==> src/rtl/phy_status_regs.svh <==
/*
 * Register indices, field positions and reset values of the status
 * summary block. Byte address on the register bus is index times four.
 * Assumes inclusion by bare name from design and bench files.
 */
`ifndef PHY_STATUS_REGS_SVH
`define PHY_STATUS_REGS_SVH

// Register indices; byte address is the index shifted left by two.
`define IDX_BASIC_STATUS     8'h01
`define IDX_AUTONEG_EXPAN    8'h06
`define IDX_SUMMARY          8'h10
`define IDX_FALSE_CARRIER    8'h14
`define IDX_RX_ERROR         8'h15
`define IDX_PCS_CONFIG       8'h16
`define IDX_PHY_CONTROL      8'h19
`define IDX_TENBASE_STATUS   8'h1a
`define IDX_IRQ_STATUS       8'h1c
`define IDX_IRQ_MASK         8'h1d

// Field positions.
`define POS_SD_QUALIFY       8
`define POS_XOVER_AUTO       15
`define POS_XOVER_FORCE      14

// Reset values.
`define RST_SD_QUALIFY       1'b1
`define RST_XOVER_AUTO       1'b1
`define RST_XOVER_FORCE      1'b0
`define RST_IRQ_MASK         7'h00

`endif

==> src/rtl/phy_status_pkg.sv <==
/*
 * Types shared by the status summary block and its bench.
 * Assumes nothing of its surroundings.
 */
package phy_status_pkg;

    // One-cycle event pulses from the detectors.
    typedef struct packed {
        logic rx_error;
        logic false_carrier;
        logic polarity_inverted;
        logic page_received;
        logic remote_fault;
    } phy_events_t;

    // Live levels from the receive path and crossover logic.
    typedef struct packed {
        logic raw_signal_detect;
        logic descrambler_lock;
        logic crossover_algo_swapped;
    } phy_levels_t;

endpackage

==> src/rtl/phy_status_summary_upper.sv <==
/*
 * Upper half of the status summary register with an APB slave.
 * Assumes synchronous inputs on pclk, events as one-cycle pulses.
 */
// Behaviour
// - Bits 15 and 7 read zero, writes ignored
// - Bit 14 high when pairs crossed
// - Crossover bit follows enable, force, algorithm
// - Receive error latches high until counter read
// - Polarity bit cleared by tenbase register read
// - False carrier latches high until counter read
// - Signal detect optionally qualified by descrambler lock
// - Signal detect latches low until read
// - Descrambler lock latches low until read
// - Page received cleared by expansion register read
// - Remote fault cleared by basic status read
// - Summary register decoded at index 10h
`timescale 1ns/100ps
`include "phy_status_regs.svh"

module phy_status_summary_upper (
    input  wire logic                       pclk,
    input  wire logic                       presetn,
    input  wire logic                       psel,
    input  wire logic                       penable,
    input  wire logic                       pwrite,
    input  wire logic [9:0]                 paddr,
    input  wire logic [31:0]                pwdata,
    output logic      [31:0]                prdata,
    output logic                            pready,
    output logic                            pslverr,
    input  wire phy_status_pkg::phy_events_t events,
    input  wire phy_status_pkg::phy_levels_t levels,
    input  wire logic [5:0]                 lower_status,
    output logic                            crossover_pairs,
    output logic                            irq
);

    // Decode a word-aligned register index.
    function automatic logic hit(input logic [9:0] a, input logic [7:0] i);
        return (a[9:2] == i) && (a[1:0] == 2'h0);
    endfunction

    logic [31:0] prdata_ff, nxt_prdata;
    logic        pready_ff, nxt_pready;
    logic        pslverr_ff, nxt_pslverr;
    logic        crossover_ff, nxt_crossover;
    logic        rxerr_ff, nxt_rxerr;
    logic        pol_ff, nxt_pol;
    logic        fcs_ff, nxt_fcs;
    logic        sd_ll_ff, nxt_sd_ll;
    logic        lock_ll_ff, nxt_lock_ll;
    logic        page_ff, nxt_page;
    logic        rf_ff, nxt_rf;
    logic        sd_qual_ff, nxt_sd_qual;
    logic        xauto_ff, nxt_xauto;
    logic        xforce_ff, nxt_xforce;
    logic [6:0]  irq_stat_ff, nxt_irq_stat;
    logic [6:0]  irq_mask_ff, nxt_irq_mask;
    logic        irq_ff, nxt_irq;
    logic        capture, done, rd_cap, wr_done;
    logic        sd_now, mapped;
    logic [15:0] summary;
    logic [6:0]  irq_evt;

    // The answer is computed one cycle into the access phase and the
    // read side effects happen at that same edge, so the data returned
    // and the clearing always agree.
    assign capture = psel & penable & ~pready_ff;
    assign done    = psel & penable & pready_ff;
    assign rd_cap  = capture & ~pwrite;
    assign wr_done = done & pwrite;

    // Qualified signal detect as fed to the link monitor.
    assign sd_now = levels.raw_signal_detect &
                    (~sd_qual_ff | levels.descrambler_lock);

    // Summary word; reserved bits are hard zero.
    assign summary = {1'b0, crossover_ff, rxerr_ff, pol_ff, fcs_ff,
                      sd_ll_ff, lock_ll_ff, page_ff, 1'b0, rf_ff,
                      lower_status};

    assign mapped = hit(paddr, `IDX_SUMMARY) ||
                    hit(paddr, `IDX_BASIC_STATUS) ||
                    hit(paddr, `IDX_AUTONEG_EXPAN) ||
                    hit(paddr, `IDX_FALSE_CARRIER) ||
                    hit(paddr, `IDX_RX_ERROR) ||
                    hit(paddr, `IDX_PCS_CONFIG) ||
                    hit(paddr, `IDX_PHY_CONTROL) ||
                    hit(paddr, `IDX_TENBASE_STATUS) ||
                    hit(paddr, `IDX_IRQ_STATUS) ||
                    hit(paddr, `IDX_IRQ_MASK);

    // Bus answer: one wait state, error on an unmapped word.
    always_comb begin
        nxt_pready  = capture;
        nxt_pslverr = capture & ~mapped;
        nxt_prdata  = prdata_ff;
        if (rd_cap) begin
            nxt_prdata = 32'h0000_0000;
            if (hit(paddr, `IDX_SUMMARY)) begin
                nxt_prdata[15:0] = summary;
            end else if (hit(paddr, `IDX_PCS_CONFIG)) begin
                nxt_prdata[`POS_SD_QUALIFY] = sd_qual_ff;
            end else if (hit(paddr, `IDX_PHY_CONTROL)) begin
                nxt_prdata[`POS_XOVER_AUTO]  = xauto_ff;
                nxt_prdata[`POS_XOVER_FORCE] = xforce_ff;
            end else if (hit(paddr, `IDX_IRQ_STATUS)) begin
                nxt_prdata[6:0] = irq_stat_ff;
            end else if (hit(paddr, `IDX_IRQ_MASK)) begin
                nxt_prdata[6:0] = irq_mask_ff;
            end
        end
    end

    // Status flags. A new event beats a clear in the same cycle, so no
    // event is ever lost to a badly timed read.
    always_comb begin
        // Force wins over the algorithm; disabled auto means straight.
        if (xforce_ff) begin
            nxt_crossover = 1'b1;
        end else if (xauto_ff) begin
            nxt_crossover = levels.crossover_algo_swapped;
        end else begin
            nxt_crossover = 1'b0;
        end
        nxt_rxerr = events.rx_error |
                    (rxerr_ff & ~(rd_cap & hit(paddr, `IDX_RX_ERROR)));
        nxt_fcs   = events.false_carrier |
                    (fcs_ff &
                     ~(rd_cap & hit(paddr, `IDX_FALSE_CARRIER)));
        nxt_pol   = events.polarity_inverted |
                    (pol_ff &
                     ~(rd_cap & hit(paddr, `IDX_TENBASE_STATUS)));
        nxt_page  = events.page_received |
                    (page_ff &
                     ~(rd_cap & hit(paddr, `IDX_AUTONEG_EXPAN)));
        nxt_rf    = events.remote_fault |
                    (rf_ff & ~(rd_cap & hit(paddr, `IDX_BASIC_STATUS)));
        // Latch-low: a drop holds zero until the summary is read.
        if (rd_cap && hit(paddr, `IDX_SUMMARY)) begin
            nxt_sd_ll   = sd_now;
            nxt_lock_ll = levels.descrambler_lock;
        end else begin
            nxt_sd_ll   = sd_ll_ff & sd_now;
            nxt_lock_ll = lock_ll_ff & levels.descrambler_lock;
        end
    end

    // Software controls and interrupt registers.
    always_comb begin
        irq_evt = {lock_ll_ff & ~levels.descrambler_lock,
                   sd_ll_ff & ~sd_now,
                   events.remote_fault, events.page_received,
                   events.polarity_inverted, events.false_carrier,
                   events.rx_error};
        nxt_sd_qual  = sd_qual_ff;
        nxt_xauto    = xauto_ff;
        nxt_xforce   = xforce_ff;
        nxt_irq_mask = irq_mask_ff;
        nxt_irq_stat = irq_stat_ff;
        if (wr_done && hit(paddr, `IDX_PCS_CONFIG)) begin
            nxt_sd_qual = pwdata[`POS_SD_QUALIFY];
        end
        if (wr_done && hit(paddr, `IDX_PHY_CONTROL)) begin
            nxt_xauto  = pwdata[`POS_XOVER_AUTO];
            nxt_xforce = pwdata[`POS_XOVER_FORCE];
        end
        if (wr_done && hit(paddr, `IDX_IRQ_MASK)) begin
            nxt_irq_mask = pwdata[6:0];
        end
        if (wr_done && hit(paddr, `IDX_IRQ_STATUS)) begin
            nxt_irq_stat = irq_stat_ff & ~pwdata[6:0];
        end
        nxt_irq_stat = nxt_irq_stat | irq_evt;
        nxt_irq      = |(nxt_irq_stat & nxt_irq_mask);
    end

    // Every bit comes out of reset at its constant value.
    always_ff @(posedge pclk or negedge presetn) begin
        if (!presetn) begin
            prdata_ff    <= 32'h0000_0000;
            pready_ff    <= 1'b0;
            pslverr_ff   <= 1'b0;
            crossover_ff <= 1'b0;
            rxerr_ff     <= 1'b0;
            pol_ff       <= 1'b0;
            fcs_ff       <= 1'b0;
            sd_ll_ff     <= 1'b0;
            lock_ll_ff   <= 1'b0;
            page_ff      <= 1'b0;
            rf_ff        <= 1'b0;
            sd_qual_ff   <= `RST_SD_QUALIFY;
            xauto_ff     <= `RST_XOVER_AUTO;
            xforce_ff    <= `RST_XOVER_FORCE;
            irq_mask_ff  <= `RST_IRQ_MASK;
            irq_stat_ff  <= 7'h00;
            irq_ff       <= 1'b0;
        end else begin
            prdata_ff    <= nxt_prdata;
            pready_ff    <= nxt_pready;
            pslverr_ff   <= nxt_pslverr;
            crossover_ff <= nxt_crossover;
            rxerr_ff     <= nxt_rxerr;
            pol_ff       <= nxt_pol;
            fcs_ff       <= nxt_fcs;
            sd_ll_ff     <= nxt_sd_ll;
            lock_ll_ff   <= nxt_lock_ll;
            page_ff      <= nxt_page;
            rf_ff        <= nxt_rf;
            sd_qual_ff   <= nxt_sd_qual;
            xauto_ff     <= nxt_xauto;
            xforce_ff    <= nxt_xforce;
            irq_mask_ff  <= nxt_irq_mask;
            irq_stat_ff  <= nxt_irq_stat;
            irq_ff       <= nxt_irq;
        end
    end

    assign prdata          = prdata_ff;
    assign pready          = pready_ff;
    assign pslverr         = pslverr_ff;
    assign crossover_pairs = crossover_ff;
    assign irq             = irq_ff;
endmodule // phy_status_summary_upper

==> config.mk <==
export PLATFORM = sky130hd
export DESIGN_NAME = phy_status_summary_upper
export DESIGN_NICKNAME = d
export VERILOG_FILES = /design/src/rtl/phy_status_pkg.sv /design/src/rtl/phy_status_summary_upper.sv
export VERILOG_INCLUDE_DIRS = /design/src /design/src/rtl
export SDC_FILE = /design/constraint.sdc
export NUM_CORES = 1
export LEC_CHECK = 0
export BUFFER_PORTS_ARGS = -buffer_cell sky130_fd_sc_hd__buf_2
export CAP_MARGIN = 5
export CORE_ASPECT_RATIO = 1.4
export CORE_MARGIN = 10
export CORE_UTILIZATION = 25
export DETAILED_ROUTE_END_ITERATION = 10
export PLACE_DENSITY = 0.52
export SLEW_MARGIN = 5
export SYNTH_ARGS = -nofsm -noshare
export SYNTH_HDL_FRONTEND = slang
export SYNTH_SLANG_ARGS = --single-unit
export TNS_END_PERCENT = 20
==> constraint.sdc <==
create_clock -name pclk -period 2.1 [get_ports pclk]
set_input_delay 0.42 -clock pclk [delete_from_list [all_inputs] [get_ports pclk]]
set_output_delay 0.42 -clock pclk [all_outputs]
set_load 0.01 [all_outputs]
==> results.toml, run 1 <==
[finish]
num-fill-cells = 879
fin_area_mm2 = 0.00262
area_growth_pct = 26.6
largest_reg_flops = 15
layout-drive-gt1-share_pct = 37.3
antenna-diode-count = 0
regArea_mm2 = 0.00108
fin_nets = 321
post-route-util_pct = 32.4
multi_input_area_um2 = 871
finalNonFillerCells = 362

[clock_tree]
cts.sinks = 43
cts_tree = "yes"
cts_setup_buffers = 0
clk_pin_slew_ns = 0.06
htreeDepth = 2
cts_hold_buf = 0
cts_buffers = 5
clk_path_buf_depth = 2
cts_resized = 0
clk_latency_ns = 0.28
cts_root_buf = "clkbuf_16"

[worst_setup_path]
r2r_end = "irq"
path_class = "in2reg"
r2r_start = "pready"
required_ns = 2.25
cp-start-kind = "input pin"
regToRegSetupSlack_ns = 0.41
rr_worst_depth = 5
end_kind = "flip-flop"
cp_max_fo = 7
cp.arrival_ns = 1.89

[grt]
antenna_found_initial = 0
gr-total-overflow = 0
grt_pass1_wl_mm = 9.17
grtUsageTotal_pct = 8.99
grt_max_degree = 19
grt_pass1_vias = 1841

[logic_synthesis]
synth_area_mm2 = 0.00207
synth.area.top_cells = "dfrtp_1, a22oi_1, buf_4"
synth_ff_type = "dfrtp_1"
ys_types = 39
synth_warnings = 0
synth_edf_count = 0
ys_seq_area_share_pct = 52.1
yosys.area.top_type_share_pct = 49.5
synth.avg_cell_area_um2 = 10.9
synth_largest_area_cell = "dfrtp_1"
synth_seq_cells = 43
synthArstFlopShare_pct = 100
syn_inst = 190

[hold_path]
hp-class = "in2async"

[sta]
fin_skew_ns = 0.00608
tns_ns = 0
fmax_mhz = 574
rsz0062_at_grt = "false"
layout_min_cycle_time_ns = 1.74
finalSetupViolations = 0
hold_viol = 0
post-route-period-util_pct = 82.9
maxSlewViolCount = 0

[place]
place_congestion = 0.813
portBuffers = 57
dp_cells = 355
dpl_cell_area_mm2 = 0.00249
hpwl_mm = 4.74

[routing]
drt_iter0_drc = 45
via_count = 1637
route.detailed.drc = 0
wirelength_mm = 5.64
avgViaCountPerCell = 4.52
ant_nets = 0
wl_per_cell_um = 15.6
dr.pass1.iters = 4

[die]
num_rows = 39
start_util_pct = 25.6
design.core.area_mm2 = 0.00810
io_pins = 97
die_h_um = 128
die_area_mm2 = 0.0124
die_width_um = 96.9

[pwr]
power.density_mw_per_mm2 = 641
ir_drop_mv = 0.314
p_leak_nw = 1.25

[run]
maxCapViolCount = 0

[status]
status = "complete, no violations"
## critical path, cell delays in order
cell     delay (ns)
buf_2          0.12
nor4b_2        0.30
buf_4          0.19
nand4_4        0.17
mux2_2         0.32
a32oi_1        0.24
nand4_1        0.13
## report_power, final
| part | internal [mW] | switching, mW | total, mW | leakage [nW] |
|---|---|---|---|---|
| sequential | 0.836 | 0.00330 | 0.839 | 0.527 |
| combinational | 0.0515 | 0.0828 | 0.134 | 0.660 |
| clock | 0.434 | 0.275 | 0.709 | 0.0640 |
## cells in the mapped netlist, types with 2 or more instances
cell / number
dfrtp_1: 41
a22oi_1: 17
buf_4: 17
nor2_1: 12
o21ai_0: 12
mux2_2: 10
nand3_1: 9
nand2_1: 8
inv_1: 6
a21o_1: 5
a22o_1: 5
a31oi_1: 4
and2_1: 4
buf_2: 3
clkbuf_1: 3
nor2b_1: 3
or2_2: 3
a221o_1: 2
and2_2: 2
dfstp_2: 2
nand3b_1: 2
nand4_1: 2
nor4_1: 2
## logic make-up (layout without fill, tap and decap cells)
kind of cell | count (synthesis) | after routing | synth area share [%]
muxes | 10 | 10 | 5.44
and+or+nand+nor | 57 | 57 | 17.0
other | 1 | 17 | 0.181
AOI/OAI and AO/OA | 49 | 49 | 16.6
DFF | 43 | 43 | 52.1
buffers and inverters | 30 | 84 | 8.76
## cells in the final DEF, fill, tap and decap left out, drive strengths merged, types with 6 or more instances in the layout
master,n
buf,71
dfrtp,41
a22oi,17
conb,17
o21ai,12
nor2,12
mux2,10
nand3,9
nand2,8
clkbuf,7
inv,6
and2,6
## worst max path at each step
stage          startpoint  depth (start not counted)  endpoint
2_1_floorplan    paddr[1]                          5       irq
3_3_place_gp     paddr[1]                          7       irq
3_5_place_dp     paddr[1]                          7       irq
4_1_cts          paddr[1]                          7       irq
5_1_grt          paddr[1]                          7       irq
6_report         paddr[1]                          7       irq
## through the flow
stage	hold WS, ns	setup WS, ns	power [mW]
after floorplan	0.124	0.365	0.924
after global placement	0.365	-0.00659	0.988
after detailed placement	0.373	0.000617	0.990
after CTS	0.0758	0.304	1.71
after global routing	0.0928	0.287	1.77
final	0.0625	0.359	1.68
## area by class of cell
cell class	count	area share (%)
Clock buffer	7	5.06
Timing Repair Buffer	71	14.9
Tap cell	102	4.87
Inverter	6	0.859
Multi-Input combinational cell	133	33.2
Sequential cell	43	41.1
## routing by layer
metal  share of wire (%)  vias up  GRT usage, %
li1                    -      792             -
met1                  39      787          9.29
met2                  53       53          16.6
met3                 6.4        5          3.40
met4                 1.2        0          2.35
met5                   0        -             0
No activity file was read; power rests on OpenSTA's default activity.
==> run 2: changes to the inputs <==
==> constraint.sdc (replaced) <==
create_clock -name pclk -period 1.7 [get_ports pclk]
set_input_delay 0.34 -clock pclk [delete_from_list [all_inputs] [get_ports pclk]]
set_output_delay 0.34 -clock pclk [all_outputs]
set_load 0.01 [all_outputs]
==> results.toml, run 2 (same netlist as run 1, synthesis figures left out) <==
[worst_setup_path]
rr_worst_depth = 5
path_class = "in2reg"
cp.arrival_ns = 1.77
end_kind = "flip-flop"
required_ns = 1.85
cp_max_fo = 7
cp-start-kind = "input pin"

[pwr]
total_power_mw = 2.13
swShare_pct = 22.6
power.density_mw_per_mm2 = 785
switching_power_mw = 0.481
power_frac_seq_pct = 48.6
p_comb_share_pct = 8.6
p_int_mw = 1.65
clkPwrFrac_pct = 42.8
p_leak_nw = 1.30
ir_drop_mv = 0.320

[routing]
avgViaCountPerCell = 4.46
wl_per_cell_um = 15.8
dr.pass1.iters = 4
route.detailed.drc = 0
drt_iter0_drc = 69
via_count = 1650
ant_nets = 0
wirelength_mm = 5.83

[sta]
fmax_mhz = 619
fin_skew_ns = 0.00477
setup_slack_ns = 0.0856
maxSlewViolCount = 0
worst_pin_slew_ns = 0.557
layout_min_cycle_time_ns = 1.61
hold_viol = 0
finalSetupViolations = 0
post-route-period-util_pct = 95.0
rsz0062_at_grt = "true"
slew_headroom_pct = 62.8

[grt]
grtUsageTotal_pct = 9.27
antenna_found_initial = 0
grt_pass1_vias = 1843
gr-total-overflow = 0
grt_max_degree = 44
grt_pass1_wl_mm = 9.22

[die]
start_util_pct = 25.6
die_h_um = 128
die_area_mm2 = 0.0124
num_rows = 39
io_pins = 97
die_width_um = 96.9
design.core.area_mm2 = 0.00810

[clock_tree]
cts_buffers = 5
clk_pin_slew_ns = 0.06
clk_latency_ns = 0.28
htreeDepth = 2
cts_hold_buf = 0
cts_root_buf = "clkbuf_16"
cts.sinks = 43
cts_tree = "yes"
clk_path_buf_depth = 2

[finish]
final_cell_mix = "buf_2, dfrtp_1, buf_4, a22oi_1, conb_1"
area_growth_pct = 31.0
num-fill-cells = 850
largest_reg_flops = 15
layout-drive-gt1-share_pct = 39.6
fin_area_mm2 = 0.00271
antenna-diode-count = 0
fin_nets = 328
final_common_cell = "buf_2"

[place]
hpwl_mm = 4.70
place_congestion = 0.773
dpl_cell_area_mm2 = 0.00255
portBuffers = 57
place_ws_ns = -0.260

[hold_path]
hp-class = "in2async"

[status]
status = "complete, no violations"

[run]
maxCapViolCount = 0
==> run 2: cell count changes in the layout (fill, tap and decap cells not counted) <==
cell      previous run  this run
clkinv_2             0         1
or2_4                0         1
and4_2               1         0
buf_12               0         1
or2_2                3         2
nor2_4               0         1
nor2_1              12        11
nor4b_4              1         2
buf_4               14        20
nor4b_2              1         0
and4_4               0         1
==> run 2: worst paths after layout <==
check / start / end / slack (ns)
worst min-delay path: presetn / prdata[12] / 0.12
worst min register to register: prdata[15] / prdata[15] / 0.48
min in group pclk: levels[0] / crossover_pairs / 0.27
worst max register to register: pready / irq / 0.09
max in group asynchronous: presetn / prdata[15] / 1.18
worst max-delay path: paddr[1] / irq / 0.09
==> run 2: layout make-up <==
type	count	area [µm²]	area share (%)
flip-flops and latches	43	1080	39.8
multi-input cells	133	891	32.8
repair buffers	78	455	16.8
clock buffers	7	133	4.89
well taps	102	128	4.70
inverters	6	22.5	0.830
clock inverters	1	5.00	0.185
==> run 2: routing by layer <==
metal  wire length [µm]  GRT usage (%)  up-vias
met5                  0              0        -
met4                 53           3.13        0
met3                462           4.42        5
met2               3120           17.0       46
met1               2200           8.83      790
li1                   -              -      809
==> run 2: power groups by stage <==
stage	combinational, mW	clock (mW)	sequential, mW
finish	0.183	0.911	1.04
global route	0.205	0.974	1.04
CTS	0.180	0.939	1.04
detailed placement	0.179	0	1.05
global placement	0.178	0	1.05
floorplan	0.0837	0	1.06
==> run 2: stage by stage <==
step / std cells / util [%] / hold slack (ns) / TNS [ns]
6_report: 370 / 33.5 / 0.124 / 0
3_3_place_gp: 362 / 31.5 / 0.450 / -0.425
4_1_cts: 370 / 33.2 / 0.154 / 0
3_5_place_dp: 362 / 31.5 / 0.454 / -0.382
2_1_floorplan: 206 / - / 0.0444 / 0
5_1_grt: 370 / 33.5 / 0.186 / -0.0206
==> run 2: critical path: stages <==
cell	delay, ns
buf_2	0.12
nor4b_4	0.28
buf_4	0.17
nand4_4	0.18
mux2_2	0.33
a32oi_1	0.22
nand4_1	0.12
==> run 2: timing repair <==
action,CTS,global route
setup endpoints to repair,0,19
setup buffers,0,0
hold endpoints to repair,0,0
gates resized for setup,0,5
